==> config.mk <==
export PLATFORM = sky130hd
export DESIGN_NAME = bfp_engine
export DESIGN_NICKNAME = d
export VERILOG_FILES = /design/src/rtl/bfp_pkg.sv /design/src/rtl/bfp_engine.sv
export SDC_FILE = /design/constraint.sdc
export NUM_CORES = 1
export LEC_CHECK = 0
export BUFFER_PORTS_ARGS = -buffer_cell sky130_fd_sc_hd__buf_4
export CAP_MARGIN = 0
export CORE_MARGIN = 2
export CORE_UTILIZATION = 30
export CTS_CLUSTER_DIAMETER = 120
export DETAILED_ROUTE_END_ITERATION = 16
export PLACE_DENSITY = 0.44
export SETUP_SLACK_MARGIN = 0.15
export SYNTH_ARGS = -nofsm -noshare
export SYNTH_HDL_FRONTEND = slang
export SYNTH_SLANG_ARGS = --single-unit
==> constraint.sdc <==
create_clock -name aclk -period 3.3 [get_ports aclk]
set_clock_uncertainty 0.1 [all_clocks]
set_input_delay 0 -clock aclk [delete_from_list [all_inputs] [get_ports aclk]]
set_output_delay 0 -clock aclk [all_outputs]
set_load 0.05 [all_outputs]
==> src/rtl/bfp_pkg.sv <==
// Constants, register map and command codes for the factory stream program engine.
// Assumes a 100 MHz aclk and an AXI4-Lite master with 32-bit data.
package bfp_pkg;
	// ==========================================================
	// Bus and array geometry
	localparam int ADDR_W = 24;
	localparam int DATA_W = 16;
	localparam int BLK_LSB = 16;
	localparam int BUF_WORDS = 32;
	localparam int BUF_IDX_W = 5;
	localparam logic [15:0] BUF_STEP = 16'h0020;
	localparam logic [15:0] PAD_WORD = 16'hFFFF;

	// ==========================================================
	// Register byte offsets
	localparam logic [7:0] OFS_FLASH_ADDR = 8'h00;
	localparam logic [7:0] OFS_FLASH_DATA = 8'h04;
	localparam logic [7:0] OFS_STATUS = 8'h08;
	localparam logic [7:0] OFS_CONTROL = 8'h0C;
	localparam logic [7:0] OFS_PROG_ADDR = 8'h10;
	localparam logic [7:0] OFS_BUF_INDEX = 8'h14;
	localparam logic [7:0] OFS_BUF_DATA = 8'h18;

	// Status byte bit positions
	localparam int SR_READY = 7;
	localparam int SR_SEQERR = 5;
	localparam int SR_FAIL = 4;
	localparam int SR_VPPERR = 3;
	localparam int SR_SUSP = 2;
	localparam int SR_LOCK = 1;
	localparam int SR_BUFBUSY = 0;
	localparam logic [7:0] SR_RESET = 8'h80;
	// Status register word fields above the status byte
	localparam int STW_RMODE_LSB = 8;
	localparam int STW_STANDBY = 12;
	localparam int STW_COUNT_LSB = 16;
	// Control register bits
	localparam int CTL_LOCKED = 0;
	localparam int CTL_VPP_OK = 1;
	localparam logic [1:0] CTL_RESET = 2'h2;

	// ==========================================================
	// Command codes
	localparam logic [7:0] CMD_FACT_SETUP = 8'h80;
	localparam logic [7:0] CMD_CONFIRM = 8'hD0;
	localparam logic [7:0] CMD_WORD_PROG = 8'h40;
	localparam logic [7:0] CMD_SUSPEND = 8'hB0;
	localparam logic [7:0] CMD_READ_ARRAY = 8'hFF;
	localparam logic [7:0] CMD_READ_STATUS = 8'h70;
	localparam logic [7:0] CMD_READ_ID = 8'h90;
	localparam logic [7:0] CMD_QUERY = 8'h98;
	localparam logic [7:0] CMD_CLEAR_STATUS = 8'h50;

	// Read modes of the partition
	localparam logic [1:0] RM_ARRAY = 2'h0;
	localparam logic [1:0] RM_STATUS = 2'h1;
	localparam logic [1:0] RM_ID = 2'h2;
	localparam logic [1:0] RM_QUERY = 2'h3;

	// ==========================================================
	// Timing, nanoseconds and derived cycles (least times, rounded up)
	localparam int CLK_NS = 10;
	localparam int SETUP_NS = 500;
	localparam int BUF_PROG_NS = 2000;
	localparam int WORD_PROG_NS = 1000;
	localparam int TMR_W = 16;
	localparam logic [TMR_W-1:0] SETUP_CYC = TMR_W'((SETUP_NS + CLK_NS - 1) / CLK_NS);
	localparam logic [TMR_W-1:0] BUF_PROG_CYC = TMR_W'((BUF_PROG_NS + CLK_NS - 1) / CLK_NS);
	localparam logic [TMR_W-1:0] WORD_PROG_CYC = TMR_W'((WORD_PROG_NS + CLK_NS - 1) / CLK_NS);

	// ==========================================================
	// Engine states
	typedef enum logic [7:0] {
		BFP_IDLE = 8'h01,
		BFP_SETUP = 8'h02,
		BFP_START = 8'h04,
		BFP_FILL = 8'h08,
		BFP_PROGRAM = 8'h10,
		BFP_WDATA = 8'h20,
		BFP_WPROG = 8'h40,
		BFP_SUSP = 8'h80
	} bfp_state_e;
endpackage

==> src/rtl/bfp_engine.sv <==
// Flash write state machine with factory stream program and program suspend, behind AXI4-Lite.
// Assumes one clock aclk; reset_pin_n and chip_enable_n arrive asynchronously from pins.
//
// Functional notes
// After each buffer programs, internal address steps to next 32-word boundary.
// Host holds first_word_address constant through all streaming into the block.
// Host aligns first_word_address so low five address bits are zero.
// Unaligned start address aborts the stream program and sets status bit 4.
// Host unlocks the target block before setup and confirm commands.
// Internal address past block end wraps to the block's first address.
// Factory stream program cannot be suspended; host does no array reads meanwhile.
// Setup plus confirm clears ready bit 7 during startup checks; host waits.
// Failed setup check sets bit 4, plus bit 1 if locked, bit 3 if supply bad.
// After setup, reads return status; a read-status command is buffer data.
// Bit 7 clear means busy in program phase; bit 0 shows buffer availability.
// Every fill loads 32 words into consecutive buffer slots from slot zero.
// Array programming starts only with a full buffer; host pads with 0xFFFF.
// Out-of-block write during fill exits at once and drops loaded data.
// Bit 0 clear means buffer moved to array; host waits before next fill.
// Writes arriving while a full buffer is programming are ignored.
// Write of 0xFFFF to another block ends program phase and enters exit.
// Exit sets bit 7, leaves read modes unchanged, any valid command follows.
// Suspend command halts programming; bits 7 and 2 set, status still read.
// Suspended programming permits only reads.
// In suspend only read array, status, identifier, query and resume accepted.
// In suspend, chip enable high gives standby; reset pin low resets device.
// Stream program starts with setup 80h followed by confirm D0h.
// Resume continues suspended programming and clears status bits 7 and 2.
//
// The AXI4-Lite slave port and the register offsets are this design's own decisions.
`timescale 1ns/1ps
module bfp_engine (
	input wire logic aclk,
	input wire logic aresetn,
	input wire logic [31:0] s_axi_awaddr,
	input wire logic [2:0] s_axi_awprot,
	input wire logic s_axi_awvalid,
	output logic s_axi_awready,
	input wire logic [31:0] s_axi_wdata,
	input wire logic [3:0] s_axi_wstrb,
	input wire logic s_axi_wvalid,
	output logic s_axi_wready,
	output logic [1:0] s_axi_bresp,
	output logic s_axi_bvalid,
	input wire logic s_axi_bready,
	input wire logic [31:0] s_axi_araddr,
	input wire logic [2:0] s_axi_arprot,
	input wire logic s_axi_arvalid,
	output logic s_axi_arready,
	output logic [31:0] s_axi_rdata,
	output logic [1:0] s_axi_rresp,
	output logic s_axi_rvalid,
	input wire logic s_axi_rready,
	input wire logic reset_pin_n,
	input wire logic chip_enable_n,
	output logic standby
);
	import bfp_pkg::*;

	function automatic logic [31:0] merge(input logic [31:0] old, input logic [31:0] nw, input logic [3:0] strb);
		logic [31:0] r;
		r = old;
		for (int i = 0; i < 4; i++) begin
			if (strb[i]) begin
				r[8*i +: 8] = nw[8*i +: 8];
			end
		end
		return r;
	endfunction

	function automatic logic same_block(input logic [ADDR_W-1:0] a, input logic [ADDR_W-1:0] b);
		return a[ADDR_W-1:BLK_LSB] == b[ADDR_W-1:BLK_LSB];
	endfunction

	// Offset wraps inside the 16-bit in-block field, never into the next block
	function automatic logic [ADDR_W-1:0] next_boundary(input logic [ADDR_W-1:0] a);
		return {a[ADDR_W-1:BLK_LSB], 16'(a[BLK_LSB-1:0] + BUF_STEP)};
	endfunction

	// ==========================================================
	// Pin synchronisers
	logic rpin_s1, rpin_s2, ce_s1, ce_s2;
	always_ff @(posedge aclk) begin
		if (!aresetn) begin
			rpin_s1 <= 1'b1;
			rpin_s2 <= 1'b1;
			ce_s1 <= 1'b1;
			ce_s2 <= 1'b1;
		end else begin
			rpin_s1 <= reset_pin_n;
			rpin_s2 <= rpin_s1;
			ce_s1 <= chip_enable_n;
			ce_s2 <= ce_s1;
		end
	end
	logic eng_rst;
	assign eng_rst = !aresetn || !rpin_s2;

	// ==========================================================
	// AXI4-Lite write channel
	logic aw_full, w_full;
	logic [7:0] aw_ofs;
	logic [31:0] w_data;
	logic [3:0] w_strb;
	logic do_write;
	logic next_aw_full, next_w_full;
	logic [ADDR_W-1:0] flash_addr;
	logic [1:0] control;
	logic [BUF_IDX_W-1:0] buf_index;
	logic cyc_we;
	logic [ADDR_W-1:0] cyc_addr;
	logic [DATA_W-1:0] cyc_data;
	logic wr_mapped;

	assign do_write = aw_full && w_full && !s_axi_bvalid;
	assign next_aw_full = do_write ? 1'b0 : (aw_full || (s_axi_awvalid && s_axi_awready));
	assign next_w_full = do_write ? 1'b0 : (w_full || (s_axi_wvalid && s_axi_wready));
	assign wr_mapped = aw_ofs == OFS_FLASH_ADDR || aw_ofs == OFS_FLASH_DATA || aw_ofs == OFS_CONTROL
		|| aw_ofs == OFS_BUF_INDEX;

	always_ff @(posedge aclk) begin
		if (!aresetn) begin
			aw_full <= 1'b0;
			w_full <= 1'b0;
			aw_ofs <= 8'h00;
			w_data <= 32'h00000000;
			w_strb <= 4'h0;
			s_axi_awready <= 1'b0;
			s_axi_wready <= 1'b0;
		end else begin
			aw_full <= next_aw_full;
			w_full <= next_w_full;
			s_axi_awready <= !next_aw_full;
			s_axi_wready <= !next_w_full;
			if (s_axi_awvalid && s_axi_awready) begin
				aw_ofs <= {s_axi_awaddr[7:2], 2'b00};
			end
			if (s_axi_wvalid && s_axi_wready) begin
				w_data <= s_axi_wdata;
				w_strb <= s_axi_wstrb;
			end
		end
	end

	always_ff @(posedge aclk) begin
		if (!aresetn) begin
			s_axi_bvalid <= 1'b0;
			s_axi_bresp <= 2'b00;
		end else if (do_write) begin
			s_axi_bvalid <= 1'b1;
			s_axi_bresp <= wr_mapped ? 2'b00 : 2'b10;
		end else if (s_axi_bready) begin
			s_axi_bvalid <= 1'b0;
		end
	end

	always_ff @(posedge aclk) begin
		if (!aresetn) begin
			flash_addr <= '0;
			control <= CTL_RESET;
			buf_index <= '0;
		end else if (do_write) begin
			if (aw_ofs == OFS_FLASH_ADDR) begin
				flash_addr <= ADDR_W'(merge(32'(flash_addr), w_data, w_strb));
			end
			if (aw_ofs == OFS_CONTROL) begin
				control <= 2'(merge(32'(control), w_data, w_strb));
			end
			if (aw_ofs == OFS_BUF_INDEX) begin
				buf_index <= BUF_IDX_W'(merge(32'(buf_index), w_data, w_strb));
			end
		end
	end

	// A data register write becomes one device bus write cycle
	always_ff @(posedge aclk) begin
		if (!aresetn) begin
			cyc_we <= 1'b0;
			cyc_addr <= '0;
			cyc_data <= '0;
		end else begin
			cyc_we <= do_write && aw_ofs == OFS_FLASH_DATA;
			if (do_write && aw_ofs == OFS_FLASH_DATA) begin
				cyc_addr <= flash_addr;
				cyc_data <= DATA_W'(merge(32'(cyc_data), w_data, w_strb));
			end
		end
	end

	// ==========================================================
	// Write state machine
	bfp_state_e state;
	logic [7:0] sr;
	logic [1:0] read_mode;
	logic [ADDR_W-1:0] first_word_address;
	logic [ADDR_W-1:0] prog_addr;
	logic [BUF_IDX_W-1:0] fill_count;
	logic [TMR_W-1:0] timer;
	logic [DATA_W-1:0] wbuf [BUF_WORDS];
	logic [7:0] cmd;
	logic tmr_done;

	assign cmd = cyc_data[7:0];
	assign tmr_done = timer == TMR_W'(1);

	always_ff @(posedge aclk) begin
		if (eng_rst) begin
			state <= BFP_IDLE;
			sr <= SR_RESET;
			read_mode <= RM_ARRAY;
			first_word_address <= '0;
			prog_addr <= '0;
			fill_count <= '0;
			timer <= '0;
		end else begin
			unique case (state)
				BFP_IDLE: begin
					if (cyc_we) begin
						unique case (cmd)
							CMD_FACT_SETUP: begin
								state <= BFP_SETUP;
								read_mode <= RM_STATUS;
							end
							CMD_WORD_PROG: begin
								state <= BFP_WDATA;
								read_mode <= RM_STATUS;
							end
							CMD_CLEAR_STATUS: sr <= sr & 8'h85;
							CMD_READ_ARRAY: read_mode <= RM_ARRAY;
							CMD_READ_STATUS: read_mode <= RM_STATUS;
							CMD_READ_ID: read_mode <= RM_ID;
							CMD_QUERY: read_mode <= RM_QUERY;
							default: ;
						endcase
					end
				end
				BFP_SETUP: begin
					if (cyc_we) begin
						if (cmd == CMD_CONFIRM) begin
							state <= BFP_START;
							sr[SR_READY] <= 1'b0;
							sr[SR_BUFBUSY] <= 1'b1;
							first_word_address <= cyc_addr;
							timer <= SETUP_CYC;
						end else begin
							state <= BFP_IDLE;
							sr[SR_SEQERR] <= 1'b1;
							sr[SR_FAIL] <= 1'b1;
						end
					end
				end
				BFP_START: begin
					// Writes during the startup checks are dropped
					timer <= timer - TMR_W'(1);
					if (tmr_done) begin
						if (control[CTL_LOCKED] || !control[CTL_VPP_OK]
							|| first_word_address[BUF_IDX_W-1:0] != '0) begin
							state <= BFP_IDLE;
							sr[SR_READY] <= 1'b1;
							sr[SR_BUFBUSY] <= 1'b0;
							sr[SR_FAIL] <= 1'b1;
							sr[SR_LOCK] <= sr[SR_LOCK] | control[CTL_LOCKED];
							sr[SR_VPPERR] <= sr[SR_VPPERR] | !control[CTL_VPP_OK];
						end else begin
							state <= BFP_FILL;
							sr[SR_BUFBUSY] <= 1'b0;
							prog_addr <= first_word_address;
							fill_count <= '0;
						end
					end
				end
				BFP_FILL: begin
					// Any code, suspend included, is plain data here
					if (cyc_we) begin
						if (!same_block(cyc_addr, first_word_address)) begin
							// Partial fill is dropped; status read mode stays as it was
							state <= BFP_IDLE;
							sr[SR_READY] <= 1'b1;
							fill_count <= '0;
						end else begin
							fill_count <= fill_count + BUF_IDX_W'(1);
							if (fill_count == BUF_IDX_W'(BUF_WORDS - 1)) begin
								state <= BFP_PROGRAM;
								sr[SR_BUFBUSY] <= 1'b1;
								timer <= BUF_PROG_CYC;
							end
						end
					end
				end
				BFP_PROGRAM: begin
					timer <= timer - TMR_W'(1);
					if (tmr_done) begin
						state <= BFP_FILL;
						sr[SR_BUFBUSY] <= 1'b0;
						prog_addr <= next_boundary(prog_addr);
					end
				end
				BFP_WDATA: begin
					if (cyc_we) begin
						if (control[CTL_LOCKED] || !control[CTL_VPP_OK]) begin
							state <= BFP_IDLE;
							sr[SR_FAIL] <= 1'b1;
							sr[SR_LOCK] <= sr[SR_LOCK] | control[CTL_LOCKED];
							sr[SR_VPPERR] <= sr[SR_VPPERR] | !control[CTL_VPP_OK];
						end else begin
							state <= BFP_WPROG;
							sr[SR_READY] <= 1'b0;
							prog_addr <= cyc_addr;
							timer <= WORD_PROG_CYC;
						end
					end
				end
				BFP_WPROG: begin
					if (cyc_we && cmd == CMD_SUSPEND) begin
						// Halts on the edge that takes the suspend write; the timer keeps its remaining count
						state <= BFP_SUSP;
						sr[SR_READY] <= 1'b1;
						sr[SR_SUSP] <= 1'b1;
					end else begin
						timer <= timer - TMR_W'(1);
						if (tmr_done) begin
							state <= BFP_IDLE;
							sr[SR_READY] <= 1'b1;
						end
					end
				end
				BFP_SUSP: begin
					if (cyc_we) begin
						unique case (cmd)
							CMD_READ_ARRAY: read_mode <= RM_ARRAY;
							CMD_READ_STATUS: read_mode <= RM_STATUS;
							CMD_READ_ID: read_mode <= RM_ID;
							CMD_QUERY: read_mode <= RM_QUERY;
							CMD_CONFIRM: begin
								state <= BFP_WPROG;
								sr[SR_READY] <= 1'b0;
								sr[SR_SUSP] <= 1'b0;
							end
							default: ;
						endcase
					end
				end
			endcase
		end
	end

	// Buffer slots are written in order from slot zero
	always_ff @(posedge aclk) begin
		if (state == BFP_FILL && cyc_we && same_block(cyc_addr, first_word_address)) begin
			wbuf[fill_count] <= cyc_data;
		end
	end

	always_ff @(posedge aclk) begin
		if (eng_rst) begin
			standby <= 1'b0;
		end else begin
			standby <= state == BFP_SUSP && ce_s2;
		end
	end

	// ==========================================================
	// AXI4-Lite read channel
	logic [7:0] ar_ofs;
	logic [31:0] rd_word;
	logic rd_mapped;
	assign ar_ofs = {s_axi_araddr[7:2], 2'b00};

	always_comb begin
		rd_word = 32'h00000000;
		rd_mapped = 1'b1;
		unique case (ar_ofs)
			OFS_FLASH_ADDR: rd_word = 32'(flash_addr);
			OFS_FLASH_DATA: rd_word = 32'(cyc_data);
			OFS_STATUS: begin
				rd_word[7:0] = sr;
				rd_word[STW_RMODE_LSB +: 2] = read_mode;
				rd_word[STW_STANDBY] = standby;
				rd_word[STW_COUNT_LSB +: BUF_IDX_W] = fill_count;
			end
			OFS_CONTROL: rd_word = 32'(control);
			OFS_PROG_ADDR: rd_word = 32'(prog_addr);
			OFS_BUF_INDEX: rd_word = 32'(buf_index);
			OFS_BUF_DATA: rd_word = 32'(wbuf[buf_index]);
			default: rd_mapped = 1'b0;
		endcase
	end

	always_ff @(posedge aclk) begin
		if (!aresetn) begin
			s_axi_arready <= 1'b0;
			s_axi_rvalid <= 1'b0;
			s_axi_rdata <= 32'h00000000;
			s_axi_rresp <= 2'b00;
		end else if (s_axi_arvalid && s_axi_arready) begin
			s_axi_arready <= 1'b0;
			s_axi_rvalid <= 1'b1;
			s_axi_rdata <= rd_word;
			s_axi_rresp <= rd_mapped ? 2'b00 : 2'b10;
		end else if (s_axi_rvalid) begin
			if (s_axi_rready) begin
				s_axi_rvalid <= 1'b0;
				s_axi_arready <= 1'b1;
			end
		end else begin
			s_axi_arready <= 1'b1;
		end
	end

	// Last busy cycle: ready may rise on the edge after the checks resolve
	localparam int SETUP_LAST = (SETUP_NS + CLK_NS - 1) / CLK_NS - 1;
endmodule // bfp_engine

* After elaboration in Yosys (flattened, before gate mapping)
Memories as Yosys holds them, arrays and structs flattened. A register that Yosys moved wholly into a read port is not among the register bits.
Cells that the tools add are included.
W data, S select, Z words.
** Operators by class
- Reductions and logical operators :: 64
- Multiply operators :: 0
- Bitwise operators :: 5
- Magnitude comparators :: 0
- Divide/modulo/power cells :: 0
- Multiplexer cells :: 100
- Add/subtract/negate cells :: 3
- Equality and inequality tests :: 57
- Shift-type cells :: 0
** Operator list (count)
- $mux W16 :: 9
- $mux W24 :: 4
- $mux W8 :: 12
- $pmux W16 S5 :: 1
- $pmux W24 S3 :: 1
- $pmux W10 S7 :: 1
- $pmux W8 S8 :: 1
- $eq A8 B8 Y1 const B :: 7
- $ne A2 B2 Y1 const B :: 19
- $eq A8 B7 Y1 const B :: 4
- $mux W1 :: 32
- $mux W5 :: 6
- $reduce_and A9 Y1 :: 3
- $eq A6 B3 Y1 const B :: 4
- $pmux W2 S4 :: 3
- $mux W2 :: 11
- $reduce_and A11 Y1 :: 2
- $eq A6 B2 Y1 const B :: 3
- $reduce_and A3 Y1 :: 6
- $add A16 B6 Y16 const B :: 1
- $eq A16 B1 Y1 const B :: 1
- $logic_not A8 Y1 :: 2
- $pmux W8 S2 :: 1
- $sub A16 B1 Y16 const B :: 1
- 46 further kinds :: 94
** Word-level totals
- Bits of input ports :: 115
- Output and inout port bits :: 42
- Bits in writable memories :: 512
- Latch bits :: 0
- Register bits after elaboration :: 239
- Memory bits (read-only) :: 0
- Memories kept :: 1
- Logic and storage cells :: 270
** Memory list
- wbuf :: words 32, width 16, read ports 1, clocked after Yosys merged registers in 1, write ports 1, line bfp_engine.sv:199 : logic [DATA_W-1:0] wbuf [BUF_WORDS];

* Longest topological paths before layout
Gate-level depths: netlist (run 1).
- Depth in word-level cells :: 6
- Mapped depth :: 10
- Gate-level depth less buffers :: 8

* Worst setup path after synthesis (run 1)
No wires, ideal clock.
- Kind :: register -> register
- From :: reg state[6]
- To :: mem wbuf[27][0] (enable)
- Buffers on the path :: 2
- Path slack :: 352 ps
- Library setup time :: 388 ps
- Clock period less this slack :: 2948 ps
- Data arrival time :: 2459 ps
- Stages on the path, launching flop included :: 8
- Data required time :: 2812 ps
- Cells stage by stage :: dfxtp_1 clkbuf_1 nor4_2 buf_2 nand3_1 nor4_4 nand2_1 nor2_1
** Between the ends
- Longest elaborated chain between the ends :: 5
** Ends and longest elaborated chain
- from (decl) :: line bfp_engine.sv:192 : bfp_state_e state;
- from (signal assigned) :: line bfp_engine.sv:208 : state <= BFP_IDLE;
- from (signal assigned) :: line bfp_engine.sv:221 : state <= BFP_SETUP;
- from (signal assigned) :: line bfp_engine.sv:225 : state <= BFP_WDATA;
- $eq A8 B4 Y1 :: line bfp_engine.sv:349 : if (state == BFP_FILL && cyc_we && same_block(cyc_addr, first_word_address)) begin
- $logic_and A1 B1 Y1 (2 in series) :: line bfp_engine.sv:349
- $mux W1 :: line bfp_engine.sv:349
- $mux W1 (implied by the code) :: line bfp_engine.sv:350 : wbuf[fill_count] <= cyc_data;
- to (decl) :: line bfp_engine.sv:199
Every way passes these cells.

* Worst setup path after layout (run 1)
- From :: reg cyc_data[1]
- To :: reg timer[11]
** Between the ends
- Longest elaborated chain between the ends :: 4
- Elaborated cells between the ends (all ways) :: 6
- Classes of those cells :: eq/ne: 4; reduce/logical: 2
** Ends and longest elaborated chain
- from (decl) :: line bfp_engine.sv:112 : logic [DATA_W-1:0] cyc_data;
- from (signal assigned) :: line bfp_engine.sv:185 : cyc_data <= DATA_W'(merge(32'(cyc_data), w_data, w_strb));
- $eq A8 B8 Y1 :: line bfp_engine.sv:314 : if (cyc_we && cmd == CMD_SUSPEND) begin
- $logic_and A1 B1 Y1 :: line bfp_engine.sv:314
- $ne A2 B2 Y1 (no line)
- $reduce_and A9 Y1 (no line) *
- to (signal assigned) :: line bfp_engine.sv:254 : timer <= timer - TMR_W'(1);
- to (signal assigned) :: line bfp_engine.sv:291 : timer <= timer - TMR_W'(1);
- to (signal assigned) :: line bfp_engine.sv:320 : timer <= timer - TMR_W'(1);
- to (decl) :: line bfp_engine.sv:198 : logic [TMR_W-1:0] timer;
Every way passes the cells marked *; elsewhere a longest branch is shown, timed or not.
A chain may end at the register's enable or synchronous reset.

==> results of run 1 <==
## cells in the mapped netlist (13+ instances only)
cell type / n
edfxtp_1: 512
nand3_1: 55
dfxtp_1: 234
buf_2: 13
nor2b_1: 42
a21boi_0: 75
o21ai_0: 42
mux2i_1: 59
inv_1: 13
a21oi_1: 95
nor2_1: 96
nand2_1: 254
mux4_2: 158
and3_1: 14
nor3_1: 28
a22o_1: 20
buf_1: 20
a22oi_1: 46
clkbuf_1: 94
## sequential cells by signal, indices dropped and copies added, names as in the netlist, 5 cells and up, named ones only
| register | cells |
|---|---|
| w_data | 24 |
| state | 8 |
| wbuf | 512 |
| prog_addr | 24 |
| aw_ofs | 6 |
| timer | 16 |
| sr | 7 |
| flash_addr | 24 |
| first_word_address | 24 |
| cyc_addr | 24 |
| fill_count | 5 |
| s_axi_rdata | 24 |
| buf_index | 5 |
| cyc_data | 16 |
## tightest hold or removal path, delay by kind of cell
kind / cells / cell delay [ns]
AO/OA/AOI/OAI: 1 / 0.06
buffers and inverters: 1 / 0.11
AND/OR/NAND/NOR: 2 / 0.57
## power by group
part	internal [mW]	switching [mW]	total, mW
combinational	0.365	0.584	0.949
sequential	9.93	0.0940	10.0
clock	5.52	3.84	9.35
total	15.8	4.52	20.3
## metrics by stage
step	setup WS, ns	total power [mW]
2_1_floorplan	0.352	10.8
3_3_place_gp	0.269	11.1
3_5_place_dp	0.262	11.1
4_1_cts	0.240	20.6
5_1_grt	0.279	21.0
6_report	0.411	20.3
## cells by family after synthesis
| group | count (synthesis) |
|---|---|
| simple gates | 587 |
| buf+inv | 152 |
| xor+xnor | 13 |
| mux | 220 |
| fa+ha+maj | 8 |
| other cells | 1 |
| flops | 746 |
| compound gates | 353 |
## timing repair
action | in CTS | in global routing
endpoints found under the hold margin | 69 | 0
resized for setup | 0 | 1
endpoints found under the setup margin | 0 | 10
hold buffers | 68 | 0
## path summary, 6_finish.rpt
check | start | endpoint | slack, ns | depth (start not counted)
min | s_axi_wvalid | w_data[5]$_SDFFE_PN0P_ | 0.06 | 4
min reg2reg | ce_s1$_SDFF_PN1_ | ce_s2$_SDFF_PN1_ | 0.31 | 1
max reg2reg | cyc_data[1]$_SDFFE_PN0P_ | timer[11]$_SDFFE_PP0P_ | 0.41 | 6
max | cyc_data[1]$_SDFFE_PN0P_ | timer[11]$_SDFFE_PP0P_ | 0.41 | 6
## area by class of cell
type / count / area [µm²] / area share
tap: 1357 / 1700 / 0.0459
clock inverter: 47 / 472 / 0.0127
timing repair buffer: 258 / 2560 / 0.0691
clock buffer: 110 / 2310 / 0.0625
inverter: 13 / 48.8 / 0.00132
multi-input combinational: 1191 / 9840 / 0.266
sequential: 746 / 20100 / 0.542
antenna: 1 / 2.50 / 0.0000676
## metal layers
layer	wire, µm	part of all wire
met1	39100	0.45
met4	1940	0.022
met2	41300	0.48
met5	0	0
met3	3950	0.046
==> metrics.md, run 1 <==
| Metric | Value |
|---|---|
| Finished Core Util | `0.369` |
| Leading area contributor after synthesis | `edfxtp_1` |
| Crit path cell chain | `or4_1 > nor3_4 > o22ai_2 > nand4b_4 > or3_4 > a221oi_2` |
| Die W | `322 µm` |
| Post-synth top area share | `0.506` |
| DRC | `0` |
| Post-route ant nets | `0` |
| Final non-filler cell total | `3723` |
| Post-placement cell count | `approximately 3.5k` |
| Status | `finished, final reports clean` |
| Complex-gate fraction of the synthesized area | `0.0786` |
| GRT Total Usage | `0.166` |
| Setup TNS Final | `0 ns` |
| CTS tree | `done` |
| Fin crit period | `2.89 ns` |
| Max Cap Viol | `0` |
| Clock insertion delay at the later pin of the skew report | `0.65 ns` |
| Num CTS Buffers | `84` |
| Crit path required time | `3.76 ns` |
| Vias per cell | `between 5 and 6` |
| Worst rel slew slack | `0.286` |
| Largest net degree at the start of global routing | `89` |
| VDD IR max | `0.000321 V` |
| Top_reg_cell synth | `edfxtp_1` |
| Setup crit end kind | `flop` |
| Seq cells post-synth | `between 700 and 800` |
| Overflow after GRT | `0` |
| Post-Synth XOR/XNOR Area | `0.00375` |
| DRT Wirelength | `86.3 mm` |
| Nets@finish | `between 2k and 2.5k` |
| Busiest grt layer | `met2` |
| Hold Vio Cnt, Final | `0` |
| First drt pass iteration count | `6` |
| Post-Layout Inst Area | `37000 µm²` |
| Placed instance area | `33500 µm²` |
| HPWL after detailed placement | `54.7 mm` |
| Commonest non-fill, non-tap cell in the layout | `edfxtp_1` |
| CP top delay family | `simple AND/OR/NAND/NOR gates` |
| Clk sink count | `approximately 750` |
| Fmax | `~350 MHz` |
| P&R area growth vs syn | `21.8%` |
| Starting density of the core | `0.303` |
| Yosys cell types | `73` |
| Layout cell share with drive strength beyond 1 | `0.227` |
| Critical Path Start Type | `flop` |
| Antenna violations before repair | `0` |
| Main combinational cell family by area after synthesis | `multiplexers` |
| Slew Viols, Final | `0` |
| Clock Path Buffers | `3` |
| Met1 usage | `0.228` |
| Met3 usage | `0.0231` |
| Worst-path cell with the longest stage delay | `or4_1` |
| Synthesized area | `between 30000 and 40000 µm²` |
| First-pass GRT wire length | `126 mm` |
| Static Leak | `12.0 nW` |
| Root Buffer | `clkbuf_16` |
| Die area | `104000 µm²` |
| HP Class | `primary input to flop` |
| Bufs and invs on worst path | `0` |
| Post CTS Setup Buffer Count | `0` |
| Wirelength per Cell | `23.2 µm` |
| Critical path type | `flop to flop` |
| # rows | `between 100 and 150` |
| Critical path arrival | `3.35 ns` |
| RSZ-0062 raised after global routing | `false` |
| Worst Max-Slew Pin Slew | `roughly 1.1 ns` |
| EDFF count, synth | `roughly 510` |
| Synth Warn # | `0` |
| IO buf count | `79` |
| Crit Path Max Fanout | `19` |
| Cell count after synthesis | `2080` |
| Post-synthesis sequential area ratio | `0.660` |
| Post-Synth Adder-Cell Area | `0.00330` |
| CTS H-tree depth | `3` |
| Placer's final routability congestion estimate | `about 0.85` |
| Clock transition at path regs | `0.06 ns` |
| Core Area | `100000 µm²` |
| Max incr delay on CP | `slightly below 0.7 ns` |
| Syn_area_per_cell | `14.6 µm²` |
| Final setup fails | `0` |
| Drt first-iter violations | `1619` |
| I/O Pins | `roughly 160` |
| Via count | `18.8k` |
| Synth async-reset ratio | `0` |
| Period utilisation layout | `0.875` |
| Most frequent cells in the layout | `512 x edfxtp_1, 253 x nand2_1, 230 x dfxtp_1, 158 x mux4_2, 154 x buf_4` |
| Post-Synth Simple-Gate Area | `0.0955` |
| Vias in the first global route | `18.8k` |
| Grt met2 use | `0.276` |
| Worst hold slack | `0.0559 ns` |
| Power Density | `549 nW/µm²` |
| Fillers | `9405` |
| Height of the die | `322 µm` |
| Synth top area cells | `edfxtp_1 51%, dfxtp_1 15%, mux4_2 12%` |
| Mux share of post-synthesis cell area | `0.138` |
No activity file was read; power rests on OpenSTA's default activity.
==> inputs of run 2 (changes only) <==
--- a/config.mk
+++ b/config.mk
@@ -11,7 +11,7 @@
 export CORE_UTILIZATION = 30
 export CTS_CLUSTER_DIAMETER = 120
 export DETAILED_ROUTE_END_ITERATION = 16
-export PLACE_DENSITY = 0.44
+export PLACE_DENSITY_LB_ADDON = 0.3
 export SETUP_SLACK_MARGIN = 0.15
 export SYNTH_ARGS = -nofsm -noshare
 export SYNTH_HDL_FRONTEND = slang
==> metrics.md, run 2 (same netlist as run 1, synthesis figures left out) <==
| Metric | Value |
|---|---|
| Static Leak | `11.9 nW` |
| Post_cts resized | `0` |
| Vias per cell | `slightly above 5` |
| Via count | `18.9k` |
| I/O Pins | `roughly 160` |
| Post-route ant nets | `0` |
| Die area | `104000 µm²` |
| Largest net degree at the start of global routing | `116` |
| Clock transition at path regs | `around 0.060 ns` |
| Clock insertion delay at the later pin of the skew report | `0.64 ns` |
| Worst Reg-to-Reg Cells | `6` |
| HPWL after detailed placement | `about 52 mm` |
| First drt pass iteration count | `5` |
| VDD IR max | `0.000359 V` |
| Max FFs per register | `512` |
| Top reg by flops | `wbuf` |
| P&R area growth vs syn | `20.6%` |
| Final setup fails | `0` |
| Placed instance area | `33300 µm²` |
| Height of the die | `322 µm` |
| Slew Viols, Final | `0` |
| Fin crit period | `~3 ns` |
| Nets@finish | `2406` |
| Fmax | `342 MHz` |
| CTS Hold Bufs | `62` |
| DRT Wirelength | `82.0 mm` |
| Critical path arrival | `approximately 3.3 ns` |
| Hold Crit Depth | `4` |
| Worst Max-Slew Pin Slew | `1.06 ns` |
| Setup TNS Final | `0 ns` |
| Worst hold slack | `~0.074 ns` |
| Critical path type | `flop to flop` |
| DRC | `0` |
| # rows | `116` |
| GRT Total Usage | `0.157` |
| Max Cap Viol | `0` |
| Vias in the first global route | `18.9k` |
| Num CTS Buffers | `79` |
| Crit path required time | `3.65 ns` |
| Critical Path Start Type | `flop` |
| CTS tree | `done` |
| Crit Path Max Fanout | `14` |
| Power Density | `549 nW/µm²` |
| Final worst setup slack | `0.374 ns` |
| Worst rel slew slack | `0.293` |
| Post-Place Setup Slack | `between 0.4 and 0.5 ns` |
| Root Buffer | `clkbuf_16` |
| Overflow after GRT | `0` |
| Core Area | `100000 µm²` |
| Wirelength per Cell | `about 22 µm` |
| Drt first-iter violations | `~1.7k` |
| Most frequent cells in the layout | `512 x edfxtp_1, 253 x nand2_1, 230 x dfxtp_1, 165 x buf_4, 158 x mux4_2` |
| HP Class | `primary input to flop` |
| Clk sink count | `746` |
| Post CTS Setup Buffer Count | `0` |
| Clock Path Buffers | `3` |
| Status | `finished, final reports clean` |
| IO buf count | `a little under 80` |
| RSZ-0062 raised after global routing | `false` |
| Setup crit end kind | `flop` |
| First-pass GRT wire length | `122 mm` |
| Hold Vio Cnt, Final | `0` |
| Post-Layout Inst Area | `36600 µm²` |
| Commonest non-fill, non-tap cell in the layout | `edfxtp_1` |
| Placer's final routability congestion estimate | `0.890` |
| Period utilisation layout | `0.887` |
| Layout cell share with drive strength beyond 1 | `0.214` |
| Antenna violations before repair | `1` |
| CTS H-tree depth | `3` |
| Starting density of the core | `0.303` |
| Die W | `between 300 and 400 µm` |
## run 2: power breakdown
part	switching (mW)	internal, mW	leakage (nW)
Clock	3.75	5.37	1.30
Sequential	0.105	9.93	6.64
Combinational	0.574	0.363	3.93
## run 2: per-layer routing
metal / vias up / global-route usage / part of all wire
li1: 8429 / - / -
met1: 9643 / 0.208 / 0.42
met2: 672 / 0.263 / 0.49
met3: 139 / 0.0318 / 0.067
met4: 0 / 0.0428 / 0.022
met5: - / 0 / 0
## run 2: through the flow
stage | util | power [mW] | instances
final | 0.365 | 20.1 | 3703
after global placement | 0.332 | 11.1 | 3497
after global routing | 0.365 | 20.7 | 3702
after floorplan | - | 10.8 | 2089
after CTS | 0.365 | 20.3 | 3702
after detailed placement | 0.332 | 11.1 | 3497
## run 2: final timing paths
| kind | start | slack, ns | to |
|---|---|---|---|
| setup / recovery | state[1]$_SDFFE_PP0P_ | 0.37 | timer[10]$_SDFFE_PP0P_ |
| hold / removal | s_axi_bready | 0.07 | s_axi_bvalid$_SDFFE_PN0P_ |
| setup reg to reg | state[1]$_SDFFE_PP0P_ | 0.37 | timer[10]$_SDFFE_PP0P_ |
| hold reg to reg | ce_s2$_SDFF_PN1_ | 0.35 | standby$_SDFF_PP0_ |
## run 2: layout make-up
cell class | instances | area (µm²)
fill | 9381 | 63700
sequential | 746 | 20100
multi-input combinational | 1191 | 9760
timing repair buffer | 252 | 2360
clock buffer | 90 | 2050
tap | 1357 | 1700
clock inverter | 53 | 642
inverter | 13 | 48.8
antenna | 1 | 2.50
## run 2: worst max-delay path, stage by stage, from the launching register on
cell      delay [ns]
dfxtp_1         0.44
nor4_4          0.55
and3_1          0.41
nor2_1          0.20
and3_1          0.38
o311ai_0        0.49
o21ai_0         0.17
==> inputs of run 3 (changes only) <==
--- a/config.mk
+++ b/config.mk
@@ -6,7 +6,7 @@
 export NUM_CORES = 1
 export LEC_CHECK = 0
 export BUFFER_PORTS_ARGS = -buffer_cell sky130_fd_sc_hd__buf_4
-export CAP_MARGIN = 0
+export CAP_MARGIN = 15
 export CORE_MARGIN = 2
 export CORE_UTILIZATION = 30
 export CTS_CLUSTER_DIAMETER = 120
==> constraint.sdc (replaced) <==
create_clock -name aclk -period 2.45 [get_ports aclk]
set_clock_uncertainty 0.1 [all_clocks]
set_input_delay 0 -clock aclk [delete_from_list [all_inputs] [get_ports aclk]]
set_output_delay 0 -clock aclk [all_outputs]
set_load 0.05 [all_outputs]
==> metrics.md, run 3 (same netlist as run 1, synthesis figures left out) <==
| Metric | Value |
|---|---|
| DRT Wirelength | `between 90 and 100 mm` |
| Register area | `20100 µm²` |
| Max FFs per register | `approximately 500` |
| Hold Vio Cnt, Final | `0` |
| Placed instance area | `34800 µm²` |
| Drt first-iter violations | `1947` |
| HP Class | `primary input to flop` |
| IO buf count | `79` |
| Starting density of the core | `0.303` |
| Critical Path Start Type | `flop` |
| CTS H-tree depth | `3` |
| Height of the die | `322 µm` |
| Via count | `around 20k` |
| I/O Pins | `157` |
| Critical path arrival | `roughly 3 ns` |
| Slew Viols, Final | `0` |
| Vias per cell | `5.10` |
| Antenna violations before repair | `1` |
| # diodes | `0` |
| Period utilisation layout | `1.02` |
| RSZ-0062 raised after global routing | `true` |
| Worst rel slew slack | `0.296` |
| Num CTS Buffers | `80` |
| Nets@finish | `~2.7k` |
| Largest net degree at the start of global routing | `117` |
| Layout cell share with drive strength beyond 1 | `0.329` |
| Final worst setup slack | `-0.0452 ns` |
| HPWL after detailed placement | `56.5 mm` |
| Max Cap Viol | `0` |
| Int Power | `22.1 mW` |
| Worst Reg-to-Reg Cells | `7` |
| Crit path required time | `2.89 ns` |
| Vias in the first global route | `20.1k` |
| Flop2flop setup slack | `-0.05 ns` |
| Final setup fails | `8` |
| VDD IR max | `0.000472 V` |
| Wirelength per Cell | `roughly 23 µm` |
| Sequential Power Share | `0.473` |
| Combinational Power Share | `0.072` |
| Worst Max-Slew Pin Slew | `around 1.1 ns` |
| Most frequent cells in the layout | `512 x edfxtp_1, 252 x buf_4, 235 x nand2_1, 212 x dfxtp_1, 158 x mux4_2` |
| Static Leak | `13.7 nW` |
| CTS tree | `done` |
| Top reg by flops | `wbuf` |
| Overflow after GRT | `0` |
| First-pass GRT wire length | `131 mm` |
| Commonest non-fill, non-tap cell in the layout | `edfxtp_1` |
| Clk sink count | `between 700 and 800` |
| Setup crit end kind | `flop` |
| Post-Layout Inst Area | `40800 µm²` |
| # rows | `116` |
| Clock insertion delay at the later pin of the skew report | `0.64 ns` |
| Fillers | `9003` |
| Clk pwr share | `0.454` |
| First drt pass iteration count | `6` |
| Clock Path Buffers | `3` |
| Clock transition at path regs | `approximately 0.060 ns` |
| GRT Total Usage | `0.169` |
| Status | `finished, violations left` |
| Multi-input logic area | `10700 µm²` |
| FF-to-FF End | `timer[11]$_SDFFE_PP0P_` |
| Critical path type | `flop to flop` |
| Hold Crit Depth | `4` |
| Worst hold endpoint | `s_axi_bvalid$_SDFFE_PN0P_` |
| Die area | `104000 µm²` |
| Post-route ant nets | `0` |
| Worst R2R Start | `cyc_data[1]$_SDFFE_PN0P_` |
| Net Sw Frac | `0.223` |
| Crit Path Max Fanout | `6` |
| Failing checks | `setup timing` |
| Root Buffer | `clkbuf_16` |
| Psw | `6.36 mW` |
| Fmax | `401 MHz` |
| DRC | `0` |
| Die W | `approximately 320 µm` |
| Power Density | `698 nW/µm²` |
| Setup TNS Final | `-0.133 ns` |
| P&R area growth vs syn | `34.4%` |
| Fin crit period | `2.50 ns` |
| Placer's final routability congestion estimate | `0.856` |
| Core Area | `roughly 100000 µm²` |
| Hold_sp | `s_axi_bready` |
==> run 3: changes by cell type in the layout (fill, tap and decap cells not counted), sizes merged <==
cell         before  now
clkinv           31   23
inv              18   19
bufinv           11   12
dlygate4sd3      62  111
buf             190  377
clkinvlp          6    3
clkbuf           90  114
diode             1    0
==> run 3: cell type report <==
cell class,instances,share of cell area
inverters,13,0.00120
multi-input cells,1191,0.262
flip-flops and latches,746,0.492
well taps,1357,0.0416
clock buffers,103,0.0544
clock inverters,44,0.0154
repair buffers,499,0.133
==> run 3: critical path, stage by stage (launching register included) <==
cell      delay [ns]
dfxtp_4         0.34
or4_4           0.58
nor3_4          0.19
o22ai_2         0.14
nand4b_4        0.29
buf_6           0.19
or3_4           0.34
a221oi_2        0.24
==> run 3: per-stage QoR <==
step	utilization	std cells	power, mW	hold WS, ns	setup slack (ns)
floorplan	-	2089	14.6	0.00147	-0.185
global placement	0.347	3605	15.2	0.129	-0.188
detailed placement	0.347	3605	15.2	0.132	-0.159
CTS	0.396	3909	28.4	0.0607	0.00265
global route	0.407	3953	29.4	0.124	-0.128
finish	0.407	3953	28.5	0.114	-0.0452
==> run 3: what timing repair did <==
item / in CTS / in global routing
endpoints found under the setup margin: 603 / 633
hold buffers: 111 / 0
cloned: 5 / 11
hold endpoints to repair: 109 / 0
resized for setup: 106 / 126
pin swaps: 39 / 59
setup buffers: 41 / 33
==> run 3: power groups by stage <==
stage	clock [mW]	combinational (mW)	sequential, mW
final	12.9	2.06	13.5
after global placement	0	1.42	13.7
after CTS	13.2	1.75	13.5
after detailed placement	0	1.44	13.7
after floorplan	0	0.903	13.7
after global routing	13.7	2.18	13.5
==> run 3: metal layers <==
metal  share of wire  wire, µm  GRT usage  vias to the layer above
met5               0         0          0                        -
met4           0.027      2430     0.0531                        0
met3           0.060      5420     0.0235                      138
met2            0.49     44000      0.282                      689
met1            0.43     38600      0.227                    10382
li1                -         -          -                     8949
==> run 3: how the worst max path moves through the flow <==
stage / start / end / slack (ns) / cells past startpoint
2_1_floorplan: state[7]$_SDFFE_PP0P_ / wbuf[31][0]$_DFFE_PP_ / -0.19 / 7
5_1_grt: cyc_data[1]$_SDFFE_PN0P_ / timer[11]$_SDFFE_PP0P_ / -0.13 / 7
6_report: cyc_data[1]$_SDFFE_PN0P_ / timer[11]$_SDFFE_PP0P_ / -0.05 / 7
3_3_place_gp: flop / s_axi_rdata[0]$_SDFFE_PN0P_ / -0.19 / 6
3_5_place_dp: flop / s_axi_rdata[0]$_SDFFE_PN0P_ / -0.16 / 6
4_1_cts: flop / s_axi_rdata[0]$_SDFFE_PN0P_ / 0.003 / 6
